===== src/rtl/arpt_pkg.sv =====
// Summary of operation
// - Two-bit field selects off, slow tick, CPU clock
// - Counter starts at zero, counts each tick
// - Past FFFh reload, set overflow; read clears
// - Overflow flag holds two counter clock periods
// - Overflow request when flag and enable set
// - Pulse frequency is tick over 4096 minus reload
// - Overflow reloads, copies duty, drives output high
// - Pulse mode: output low at duty match
// - Polarity bit inverts the pulse output
// - Output enable selects pulse mode and pin drive
// - High duty write suspends compare until low
// - Compare mode duty takes effect at once
// - Match sets compare flag; enable gates request
// - No compare while duty value is zero
// - Overflow copies written duty into shadow
// - Slow divides by 32; halt stops timer, active-halt runs only on slow tick with overflow irq
// - Wake rules for wait, halt, active-halt
// - Compare enable masks request; reset clears it
// - Compare flag cleared by reading its register
// - Polarity clear drives output uninverted
package arpt_pkg;
	localparam logic [7:0] ARPT_OFS_CSR = 8'h00;
	localparam logic [7:0] ARPT_OFS_CNTH = 8'h04;
	localparam logic [7:0] ARPT_OFS_CNTL = 8'h08;
	localparam logic [7:0] ARPT_OFS_RLDH = 8'h0c;
	localparam logic [7:0] ARPT_OFS_RLDL = 8'h10;
	localparam logic [7:0] ARPT_OFS_OUTCR = 8'h14;
	localparam logic [7:0] ARPT_OFS_OUTCSR = 8'h18;
	localparam logic [7:0] ARPT_OFS_DUTH = 8'h1c;
	localparam logic [7:0] ARPT_OFS_DUTL = 8'h20;
	localparam logic [7:0] ARPT_OFS_PWR = 8'h24;
	// Control/status field positions
	localparam int ARPT_CSR_CK_LO = 3;
	localparam int ARPT_CSR_OVF = 2;
	localparam int ARPT_CSR_OVERFLOW_IRQ_ENABLE = 1;
	localparam int ARPT_CSR_COMPARE_IRQ_ENABLE = 0;
	localparam int ARPT_OCSR_POL = 1;
	localparam int ARPT_OCSR_CMPF = 0;
	localparam int ARPT_OCR_OE = 0;
	// Power mode register: bit0 slow, bits 2:1 mode
	localparam int ARPT_PWR_SLOW = 0;
	localparam logic [1:0] ARPT_PM_RUN = 2'h0;
	localparam logic [1:0] ARPT_PM_WAIT = 2'h1;
	localparam logic [1:0] ARPT_PM_AHALT = 2'h2;
	localparam logic [1:0] ARPT_PM_HALT = 2'h3;
	// Clock selection codes
	localparam logic [1:0] ARPT_CK_OFF = 2'h0;
	localparam logic [1:0] ARPT_CK_SLOW = 2'h1;
	localparam logic [1:0] ARPT_CK_CPU = 2'h2;
	localparam logic [11:0] ARPT_CNT_MAX = 12'hfff;
	localparam logic [11:0] ARPT_ZERO12 = 12'h000;
	localparam int ARPT_SLOW_DIV = 32;
	localparam logic [1:0] ARPT_RESP_OKAY = 2'h0;
	localparam logic [1:0] ARPT_RESP_SLVERR = 2'h2;
endpackage : arpt_pkg


===== src/rtl/arpt_tick_div.sv =====
`timescale 1ns/1ps
// Divides an enable stream by DIV, producing one-cycle pulses
module arpt_tick_div #(
	parameter int DIV = 32
) (
	input wire logic clk_sys,
	input wire logic srst,
	input wire logic tickIn,
	output logic tickOut
);
	localparam int CW = (DIV > 1) ? $clog2(DIV) : 1;
	localparam logic [CW-1:0] LAST = CW'(DIV - 1);
	// Refused at elaboration: with a zero divider LAST wraps to 1, so it would pulse every second tick
	if (DIV < 1)
	begin : g_div_check
		$error("arpt_tick_div: DIV must be at least 1");
	end
	logic [CW-1:0] count; // Input ticks seen this period
	// Count input ticks, pulse on the last one of each period
	always_ff @(posedge clk_sys)
	begin
		if (srst)
		begin
			count <= '0;
			tickOut <= 1'b0;
		end
		else
		begin
			tickOut <= 1'b0;
			if (tickIn)
			begin
				if (count == LAST)
				begin
					count <= '0;
					tickOut <= 1'b1;
				end
				else
					count <= count + CW'(1);
			end
		end
	end
endmodule : arpt_tick_div


===== src/rtl/arpt_timer.sv =====
`timescale 1ns/1ps
// Autoreload pulse timer with AXI4-Lite register access
module arpt_timer #(
	parameter int CNT_W = 12
) (
	input wire logic clk_sys,
	input wire logic srst,
	input wire logic slowTickIn, // Low-rate tick, from a pin domain
	input wire logic [7:0] s_axi_awaddr,
	input wire logic s_axi_awvalid,
	output logic s_axi_awready,
	input wire logic [31:0] s_axi_wdata,
	input wire logic [3:0] s_axi_wstrb,
	input wire logic s_axi_wvalid,
	output logic s_axi_wready,
	output logic [1:0] s_axi_bresp,
	output logic s_axi_bvalid,
	input wire logic s_axi_bready,
	input wire logic [7:0] s_axi_araddr,
	input wire logic s_axi_arvalid,
	output logic s_axi_arready,
	output logic [31:0] s_axi_rdata,
	output logic [1:0] s_axi_rresp,
	output logic s_axi_rvalid,
	input wire logic s_axi_rready,
	output logic pulseOutput,
	output logic pulseOutputEn,
	output logic overflowIrq,
	output logic compareIrq,
	output logic wakeRequest
);
	import arpt_pkg::*;
	// Byte-wide register halves and the FFFh wrap assume exactly 12 bits
	if (CNT_W != 12)
	begin : g_cnt_w_check
		$error("arpt_timer: only a 12-bit counter is supported");
	end

	// Block state, apart from the tick synchroniser and divider
	typedef struct packed {
		logic [1:0] clkSel;
		logic overflowFlag;
		logic ovfHold; // Flag must survive the next counter tick
		logic overflowIrqEnable;
		logic compareIrqEnable;
		logic compareMatchFlag;
		logic outputPolarity;
		logic pulseOutputEnable;
		logic [11:0] countValue;
		logic [11:0] reloadValue;
		logic [11:0] dutyValue;
		logic [11:0] dutyShadow;
		logic compareLocked; // High byte written, low still pending
		logic slowMode;
		logic [1:0] powerMode;
		logic pulseLevel;
		logic awHeld;
		logic [7:0] awAddr;
		logic wHeld;
		logic [31:0] wData;
		logic [3:0] wStrb;
		logic bValid;
		logic [1:0] bResp;
		logic rValid;
		logic [31:0] rData;
		logic [1:0] rResp;
		logic ovfIrq;
		logic cmpIrq;
		logic wake;
		logic pinOut;
		logic pinEn;
	} arpt_state_s;

	arpt_state_s st;
	arpt_state_s next_st;

	// Two-flop synchroniser for the external slow tick
	// Only the second flop feeds logic; the third just delays it for edges
	logic slowSync1;
	logic slowSync2;
	logic slowSync3;
	always_ff @(posedge clk_sys)
	begin
		if (srst)
		begin
			slowSync1 <= 1'b0;
			slowSync2 <= 1'b0;
			slowSync3 <= 1'b0;
		end
		else
		begin
			slowSync1 <= slowTickIn;
			slowSync2 <= slowSync1;
			slowSync3 <= slowSync2;
		end
	end
	// Rising edge of the synchronised tick, one cycle wide
	// All three flops reset low, matching the idle pin, so no false edge
	logic slowEdge;
	assign slowEdge = slowSync2 & ~slowSync3;

	// Raw counter clock ahead of slow-mode division
	// Reserved select code falls into the default and stops the counter
	logic rawTick;
	logic divTick;
	always_comb
	begin
		unique case (st.clkSel)
			ARPT_CK_SLOW: rawTick = slowEdge;
			ARPT_CK_CPU: rawTick = 1'b1;
			default: rawTick = 1'b0;
		endcase
	end

	// Slow mode divides the counter input by 32
	arpt_tick_div #(
		.DIV(ARPT_SLOW_DIV)
	) u_slow_div (
		.clk_sys(clk_sys),
		.srst(srst),
		.tickIn(rawTick),
		.tickOut(divTick)
	);

	// Halt stops; active-halt runs only on slow tick with overflow irq
	// Wait mode is not listed, so it leaves the counter running
	logic runAllowed;
	logic cntTick;
	always_comb
	begin
		unique case (st.powerMode)
			ARPT_PM_HALT: runAllowed = 1'b0;
			ARPT_PM_AHALT: runAllowed = (st.clkSel == ARPT_CK_SLOW) && st.overflowIrqEnable;
			default: runAllowed = 1'b1;
		endcase
		cntTick = runAllowed && (st.slowMode ? divTick : rawTick);
	end

	// Read value mux, shared by the read path
	// Unused upper bits always read back as zero
	function automatic logic [31:0] readMux(input arpt_state_s s, input logic [7:0] a);
		logic [31:0] v;
		v = 32'h0;
		unique case (a)
			ARPT_OFS_CSR: v[4:0] = {s.clkSel, s.overflowFlag, s.overflowIrqEnable,
				s.compareIrqEnable};
			ARPT_OFS_CNTH: v[3:0] = s.countValue[11:8];
			ARPT_OFS_CNTL: v[7:0] = s.countValue[7:0];
			ARPT_OFS_RLDH: v[3:0] = s.reloadValue[11:8];
			ARPT_OFS_RLDL: v[7:0] = s.reloadValue[7:0];
			ARPT_OFS_OUTCR: v[ARPT_OCR_OE] = s.pulseOutputEnable;
			ARPT_OFS_OUTCSR: v[1:0] = {s.outputPolarity, s.compareMatchFlag};
			ARPT_OFS_DUTH: v[3:0] = s.dutyValue[11:8];
			ARPT_OFS_DUTL: v[7:0] = s.dutyValue[7:0];
			ARPT_OFS_PWR: v[2:0] = {s.powerMode, s.slowMode};
			default: v = 32'h0;
		endcase
		return v;
	endfunction : readMux

	// Word-aligned offsets up to the power register answer OKAY
	function automatic logic isMapped(input logic [7:0] a);
		return (a <= ARPT_OFS_PWR) && (a[1:0] == 2'b00);
	endfunction : isMapped

	// Next-state logic for bus, counter and output
	always_comb
	begin
		logic doWrite;
		logic doRead;
		logic [7:0] wb;
		logic [11:0] cmpRef;
		logic cmpHit;
		logic ovfEvt;
		logic csrRead;
		logic ocsrRead;
		doWrite = 1'b0;
		doRead = 1'b0;
		wb = 8'h0;
		cmpRef = 12'h0;
		cmpHit = 1'b0;
		ovfEvt = 1'b0;
		csrRead = 1'b0;
		ocsrRead = 1'b0;
		next_st = st;

		// Capture write address and data in either order
		// Ready is low while a half is held, so a second beat simply waits
		if (s_axi_awvalid && !st.awHeld)
		begin
			next_st.awHeld = 1'b1;
			next_st.awAddr = s_axi_awaddr;
		end
		if (s_axi_wvalid && !st.wHeld)
		begin
			next_st.wHeld = 1'b1;
			next_st.wData = s_axi_wdata;
			next_st.wStrb = s_axi_wstrb;
		end
		// Response stands until the master takes it
		if (st.bValid && s_axi_bready)
			next_st.bValid = 1'b0;
		if (st.awHeld && st.wHeld && !st.bValid)
		begin
			doWrite = st.wStrb[0];
			next_st.awHeld = 1'b0;
			next_st.wHeld = 1'b0;
			next_st.bValid = 1'b1;
			next_st.bResp = isMapped(st.awAddr) ? ARPT_RESP_OKAY : ARPT_RESP_SLVERR;
		end
		// Registers are byte wide, so only lane 0 carries data
		wb = st.wData[7:0];

		// Read path: one-cycle latency, side effects on the taken edge
		// A new read waits until the previous answer was taken
		if (st.rValid && s_axi_rready)
			next_st.rValid = 1'b0;
		if (s_axi_arvalid && !st.rValid)
		begin
			doRead = 1'b1;
			next_st.rValid = 1'b1;
			next_st.rData = readMux(st, s_axi_araddr);
			next_st.rResp = isMapped(s_axi_araddr) ? ARPT_RESP_OKAY : ARPT_RESP_SLVERR;
		end
		csrRead = doRead && (s_axi_araddr == ARPT_OFS_CSR);
		ocsrRead = doRead && (s_axi_araddr == ARPT_OFS_OUTCSR);

		// Register writes; flags are not writable
		// Counter and unknown offsets fall to the default and change nothing
		if (doWrite)
		begin
			unique case (st.awAddr)
				ARPT_OFS_CSR:
				begin
					next_st.clkSel = wb[ARPT_CSR_CK_LO +: 2];
					next_st.overflowIrqEnable = wb[ARPT_CSR_OVERFLOW_IRQ_ENABLE];
					next_st.compareIrqEnable = wb[ARPT_CSR_COMPARE_IRQ_ENABLE];
				end
				ARPT_OFS_RLDH: next_st.reloadValue[11:8] = wb[3:0];
				ARPT_OFS_RLDL: next_st.reloadValue[7:0] = wb;
				ARPT_OFS_OUTCR: next_st.pulseOutputEnable = wb[ARPT_OCR_OE];
				ARPT_OFS_OUTCSR: next_st.outputPolarity = wb[ARPT_OCSR_POL];
				ARPT_OFS_DUTH:
				begin
					next_st.dutyValue[11:8] = wb[3:0];
					next_st.compareLocked = 1'b1;
				end
				ARPT_OFS_DUTL:
				begin
					next_st.dutyValue[7:0] = wb;
					next_st.compareLocked = 1'b0;
				end
				ARPT_OFS_PWR:
				begin
					next_st.slowMode = wb[ARPT_PWR_SLOW];
					next_st.powerMode = wb[2:1];
				end
				default: ;
			endcase
		end

		// Read-to-clear; a set in the same cycle still wins below
		if (csrRead)
			next_st.overflowFlag = 1'b0;
		if (ocsrRead)
			next_st.compareMatchFlag = 1'b0;

		// Counter and compare, one step per counter tick
		if (cntTick)
		begin
			// Flag stays high for two full counter periods
			// Hold absorbs the first tick after overflow; the next tick drops the flag
			if (st.ovfHold)
				next_st.ovfHold = 1'b0;
			else
				next_st.overflowFlag = 1'b0;
			if (st.countValue == ARPT_CNT_MAX)
			begin
				ovfEvt = 1'b1;
				next_st.countValue = st.reloadValue;
				next_st.overflowFlag = 1'b1;
				next_st.ovfHold = 1'b1;
				next_st.dutyShadow = st.dutyValue;
				next_st.pulseLevel = 1'b1;
			end
			else
				next_st.countValue = st.countValue + 12'h001;
			// Pulse mode uses the shadow, compare mode the written value
			// Zero duty or a half-written duty keeps compare from firing
			cmpRef = st.pulseOutputEnable ? st.dutyShadow : st.dutyValue;
			cmpHit = !st.compareLocked && (cmpRef != ARPT_ZERO12)
				&& (st.countValue == cmpRef);
			if (cmpHit)
			begin
				next_st.compareMatchFlag = 1'b1;
				if (st.pulseOutputEnable && !ovfEvt)
					next_st.pulseLevel = 1'b0;
			end
		end

		// Interrupt requests and wake
		// Separate request lines keep overflow and compare on their own vectors
		next_st.ovfIrq = next_st.overflowFlag && next_st.overflowIrqEnable;
		next_st.cmpIrq = next_st.compareMatchFlag && next_st.compareIrqEnable;
		unique case (next_st.powerMode)
			ARPT_PM_WAIT: next_st.wake = next_st.ovfIrq || next_st.cmpIrq;
			ARPT_PM_AHALT: next_st.wake = next_st.ovfIrq
				&& (next_st.clkSel == ARPT_CK_SLOW);
			ARPT_PM_HALT: next_st.wake = 1'b0;
			default: next_st.wake = 1'b0;
		endcase

		// Pin drive: polarity inverts, disabled pin is released
		// Forcing the pin low while disabled keeps a stale level from leaking out
		next_st.pinOut = next_st.pulseOutputEnable
			&& (next_st.pulseLevel ^ next_st.outputPolarity);
		next_st.pinEn = next_st.pulseOutputEnable;
	end

	// Register the whole state
	// Synchronous reset clears every control bit, flag and the counter
	always_ff @(posedge clk_sys)
	begin
		if (srst)
			st <= '0;
		else
			st <= next_st;
	end

	// Outputs straight from state flops
	// Ready outputs are only inverted hold and read-valid flops, so they stay glitch free
	assign s_axi_awready = ~st.awHeld;
	assign s_axi_wready = ~st.wHeld;
	assign s_axi_bvalid = st.bValid;
	assign s_axi_bresp = st.bResp;
	assign s_axi_arready = ~st.rValid;
	assign s_axi_rvalid = st.rValid;
	assign s_axi_rdata = st.rData;
	assign s_axi_rresp = st.rResp;
	assign pulseOutput = st.pinOut;
	assign pulseOutputEn = st.pinEn;
	assign overflowIrq = st.ovfIrq;
	assign compareIrq = st.cmpIrq;
	assign wakeRequest = st.wake;
endmodule : arpt_timer


===== config.mk =====
export PLATFORM = sky130hd
export DESIGN_NAME = arpt_timer
export DESIGN_NICKNAME = d
export VERILOG_FILES = /design/src/rtl/arpt_pkg.sv /design/src/rtl/arpt_tick_div.sv /design/src/rtl/arpt_timer.sv
export SDC_FILE = /design/constraint.sdc
export NUM_CORES = 1
export LEC_CHECK = 0
export ABC_AREA = 1
export ABC_CLOCK_PERIOD_IN_PS = 2200
export BUFFER_PORTS_ARGS = -buffer_cell sky130_fd_sc_hd__buf_2
export CAP_MARGIN = 5
export CORE_UTILIZATION = 56
export CTS_CLUSTER_DIAMETER = 120
export CTS_CLUSTER_SIZE = 40
export DETAILED_ROUTE_END_ITERATION = 16
export PLACE_DENSITY = 0.93
export SLEW_MARGIN = 20
export SYNTH_ARGS = -nofsm -noshare
export SYNTH_HDL_FRONTEND = slang
export SYNTH_SLANG_ARGS = --single-unit

===== constraint.sdc =====
create_clock -name clk_sys -period 2.2 [get_ports clk_sys]
set_input_delay 0.11 -clock clk_sys [delete_from_list [all_inputs] [get_ports clk_sys]]
set_output_delay 0.11 -clock clk_sys [all_outputs]
set_load 0.05 [all_outputs]

==> results of run 1 <==
timing repair:
item	4_1_cts	5_1_grt
endpoints found under the hold margin	8	0
setup endpoints to repair	0	1
gates resized for setup	0	6
hold buffers	8	0
stage by stage:
| stage | instance area [um^2] | hold WS [ps] | TNS (ps) | cells | power [mW] |
|---|---|---|---|---|---|
| after CTS | 6010 | 2.61 | 0 | 953 | 3.69 |
| after detailed placement | 5720 | 317 | 0 | 929 | 2.42 |
| after floorplan | 5630 | 217 | 0 | 797 | 2.37 |
| after global placement | 5720 | 314 | 0 | 929 | 2.42 |
| final | 6030 | 6.76 | 0 | 953 | 3.68 |
| after global routing | 6030 | 20.8 | -52.1 | 953 | 3.81 |
cell type report:
class,count,area share (%)
clock buffer,12,2.57
inverter,108,6.87
timing repair buffer,69,6.97
clock inverter,4,0.913
tap,129,2.68
multi-input combinational,525,44.8
sequential,106,35.2
power breakdown:
group | total (mW) | internal, mW | switching (mW)
combinational | 0.408 | 0.0991 | 0.308
clock | 1.28 | 0.598 | 0.686
sequential | 1.99 | 1.96 | 0.0297
worst paths after layout:
kind         cells after the start          end  slack [ps]
min reg2reg                      2    slowSync2         410
min                              3       st[54]           7
max reg2reg                     11  wakeRequest         140
max                             11  wakeRequest         140
cells in the mapped netlist, drive strengths merged, types with 2 or more instances:
master / instances
a21oi: 78
nand3: 43
dfxtp: 106
a31oi: 2
o22ai: 8
o221ai: 3
o21ai: 87
clkbuf: 12
nor3: 15
nor4: 3
o211ai: 4
nand4: 5
ha: 7
a221oi: 2
or2: 3
inv: 107
nand2: 131
buf: 46
nor2: 96
xor2: 5
per-layer routing:
layer	up-vias	global-route usage (%)
li1	2537	-
met1	2404	35.8
met2	254	46.4
met3	37	6.35
met4	0	11.8
met5	-	0
critical path, stage by stage (launching register included):
cell and delay, ps:
dfxtp_1 330, nor2_2 110, inv_1 120, nor3_2 190
nand2_1 120, nor2_2 130, inv_1 110, o21ai_2 170
inv_1 60, ha_1 260, or2_2 300, a21oi_2 90
cells by family after synthesis:
family,after synthesis,share of synthesized area (%)
buffers and inverters,166,14.9
adders and majority gates,7,1.58
xor gates and xnor gates,5,0.791
AOI/OAI and AO/OA,189,18.4
and+or+nand+nor,297,25.7
other,1,0.0677
muxes,1,0.181
DFF,106,38.3
==> metrics.txt, run 1 <==
die height between 100 and 150 um; Sequential Area about 2100 um^2; Detail Route Antenna Nets 0; vias around 5200; asr flop ratio synth 0%; GRT overflow 0; critical path type flop to flop; reg2reg start st[80]; FILL cells 847; Worst VDD drop ~350 uV; max cap viols 0; row count 35; die area around 10000 um^2; synthesized area approximately 5500 um^2; DR pass1 iterations 6; top cell type's share of synthesized area approximately two fifths; largest net degree at the start of global routing slightly above 70; clk sink count ~110; Iteration-0 DRC Markers between 400 and 500; Power Density 611 nW/um^2; Hold Path Class primary input to flop; Mapped Avg Cell Area 7.17 um^2; met2 routed WL roughly 6300 um; post-layout util 64.0%; Max FO, Critical Path 4; Routed WL 13900 um; CTS tree yes; antenna violations before repair 0; Final Slew Violations 0; gpl congestion 1.04; DRC viols 0; Worst-path clk slew roughly 100 ps; maximum clock rate around 0.49 GHz; vias in the first global route 4785; Vias/cell roughly 5.5; Crit. End Element flop; H-tree lvl count 3; Yosys warning total 0; die span in x roughly 100 um; gr usage total 28.2%; Most flops, register st; global-route wire length before repair 22300 um; final setup vio count 0; post-synthesis register bit count about 110; fin worst setup slack around 140 ps; Distinct cells, synth 50; post-place setup slack slightly above 70 ps; most frequent cells in the layout 116 x nand2_1, 105 x dfxtp_1, 101 x inv_1; Leak about 2.7 nW; Worst Path Required ~2500 ps; DP Wirelength around 10000 um; uppermost layer routed met4; Hold Vio Cnt, Final 0; Antenna diodes 0; critical path launch point st[80]; ys flop type dfxtp_1; IO Pins between 100 and 150; CTS Buf Count 9; met3 WL 1230 um; Core ar. between 9000 and 10000 um^2; largest area contributor in the netlist dfxtp_1; Final Cycle Share approximately 94%; worst hold start s_axi_wdata[7]; IO buf count 52; layout cells sized above 1 between 10% and 20%; Data arrival, critical path 2380 ps; top post-synthesis cells by area dfxtp_1 38%, nand2_1 7.9%, o21ai_0 7.5%; WL per Instance around 15 um; Seq/Total Area, Yosys 38.3%; deepest clock path buffer count 2; clock root cell clkbuf_8; Clock Latency Late Sink roughly 370 ps; most common cell after layout, fill and taps aside nand2_1; post-layout minimum cycle time between 2000 and 2500 ps; Post-synth EDFFs 0; Area growth syn-to-layout 8.93%; Post-Syn Instances 772; clock skew between 8 and 9 ps; Nets 886; multi-input logic area roughly 2700 um^2; Starting Density 58.8%; M1 WL between 6000 and 7000 um; critical path launch point type flop; max FFs per register 80; outcome completed; post-CTS setup buffer count 0
Power figures use the tool's default switching activity.
==> inputs of run 2 (changes only) <==
Settings changed: GPL_TIMING_DRIVEN set to 0, MAX_ROUTING_LAYER set to met4.
==> metrics.txt, run 2 (same netlist as run 1, synthesis figures left out) <==
Worst-Margin Slew approximately 700 ps; post-layout minimum cycle time 2090 ps; Data arrival, critical path 2410 ps; Hold Path Class primary input to flop; Crit. End Element flop; Vias/cell 5.35; CTS tree yes; Core ar. around 9400 um^2; DRC viols 0; most frequent cells in the layout 116 x nand2_1, 105 x dfxtp_1, 100 x inv_1; multi-input logic area approximately 2700 um^2; Worst VDD drop approximately 490 uV; hold depth 3; vias in the first global route 4941; Routed WL between 10000 and 15000 um; Leak around 2.9 nW; DP Wirelength 11500 um; Detail Route Antenna Nets 0; critical path type flop to flop; vias roughly 5400; Final Cycle Share 95.1%; Nets about 940; clock root cell clkbuf_8; clock skew 10.2 ps; unrepaired setup endpoints after global routing no; gpl congestion approximately 1.1; final setup vio count 0; die area between 10000 and 15000 um^2; die span in x 101 um; Antenna diodes 0; max FFs per register 80; global-route wire length before repair 23600 um; row count 35; IO Pins around 110; outcome completed; largest net degree at the start of global routing 20; Area growth syn-to-layout 15.1%; maximum clock rate approximately 0.48 GHz; antenna violations before repair 0; final hold slack 4.34 ps; Worst-path clk slew between 100 and 150 ps; Cell Int Power 2.54 mW; post-layout util between 60% and 70%; Pwr Total around 3.6 mW; switch share between 30% and 40%; H-tree lvl count 3; most common cell after layout, fill and taps aside nand2_1; Sequential Area between 2000 and 2500 um^2; critical path launch point st[82]; Iteration-0 DRC Markers roughly 480; WL per Instance roughly 15 um; layout cells sized above 1 about a fifth; GRT overflow 0; deepest clock path buffer count 2; Clk pwr share between 30% and 40%; critical path launch point type flop; gr usage total 31.4%; Power Density roughly 570 nW/um^2; IO buf count between 50 and 60; worst hold start s_axi_wdata[5]; max cap viols 0; Hold Vio Cnt, Final 0; die height between 100 and 150 um; Worst Reg-to-Reg Cells 10; Starting Density 58.8%; sequential cell fraction of total power a little over half; clk sink count 106; Relative slew margins a little over half; Clock Latency Late Sink 380 ps; Worst Path Required about 2500 ps; Final Slew Violations 0; DR pass1 iterations 6; FILL cells ~800; logic gate share of total power about 13%; Max FO, Critical Path 4; Setup TNS 0 ps; reg2reg start st[82]; switching power between 1 and 1.5 mW; CTS Buf Count 9; Most flops, register st
## run 2: critical path: stages (launching register included)
cell,delay (ps)
dfxtp_1,430
inv_1,110
nor3_2,220
nand2_1,110
nor2_2,130
inv_1,110
o21ai_2,180
inv_1,60
ha_1,260
or2_2,300
a21oi_2,110
## run 2: power by group through the flow
stage	Clock, mW	Combinational [mW]	Sequential, mW
after floorplan	0	0.340	2.03
after global placement	0	0.433	2.03
after detailed placement	0	0.440	2.03
after CTS	1.19	0.457	1.99
after global routing	1.26	0.502	2.00
final	1.18	0.465	1.99
## run 2: final timing paths
kind | to | slack, ps
worst min-delay path | st[52] | 4
worst max-delay path | wakeRequest | 110
worst max register to register | wakeRequest | 110
worst min register to register | slowSync2 | 410
## run 2: timing repair
action | in CTS | in global routing
resized for setup | 5 | 4
setup endpoints to repair | 1 | 4
setup buffers | 0 | 1
hold buffers | 10 | 0
endpoints found under the hold margin | 10 | 0
pin swaps | 0 | 1
## run 2: through the flow
step	cell area [um^2]	cells	setup slack, ps
floorplan	5630	797	108
global placement	6050	977	-18.0
detailed placement	6050	977	-115
CTS	6350	1003	44.4
global route	6370	1004	5.63
finish	6370	1004	107
## run 2: area by class of cell
type	count	share of cell area, %
Clock buffer	10	2.00
Inverter	108	6.50
Clock inverter	6	0.884
Multi-Input combinational cell	525	42.6
Tap cell	129	2.53
Sequential cell	106	33.3
Buffer	58	6.48
Timing Repair Buffer	62	5.70
## run 2: per-layer routing
metal | up-vias | wire (um) | track usage, %
met5 | - | 0 | -
met2 | 287 | 6670 | 49.7
met3 | 46 | 1400 | 6.49
met4 | 0 | 510 | 13.5
li1 | 2650 | - | -
met1 | 2393 | 6340 | 38.8
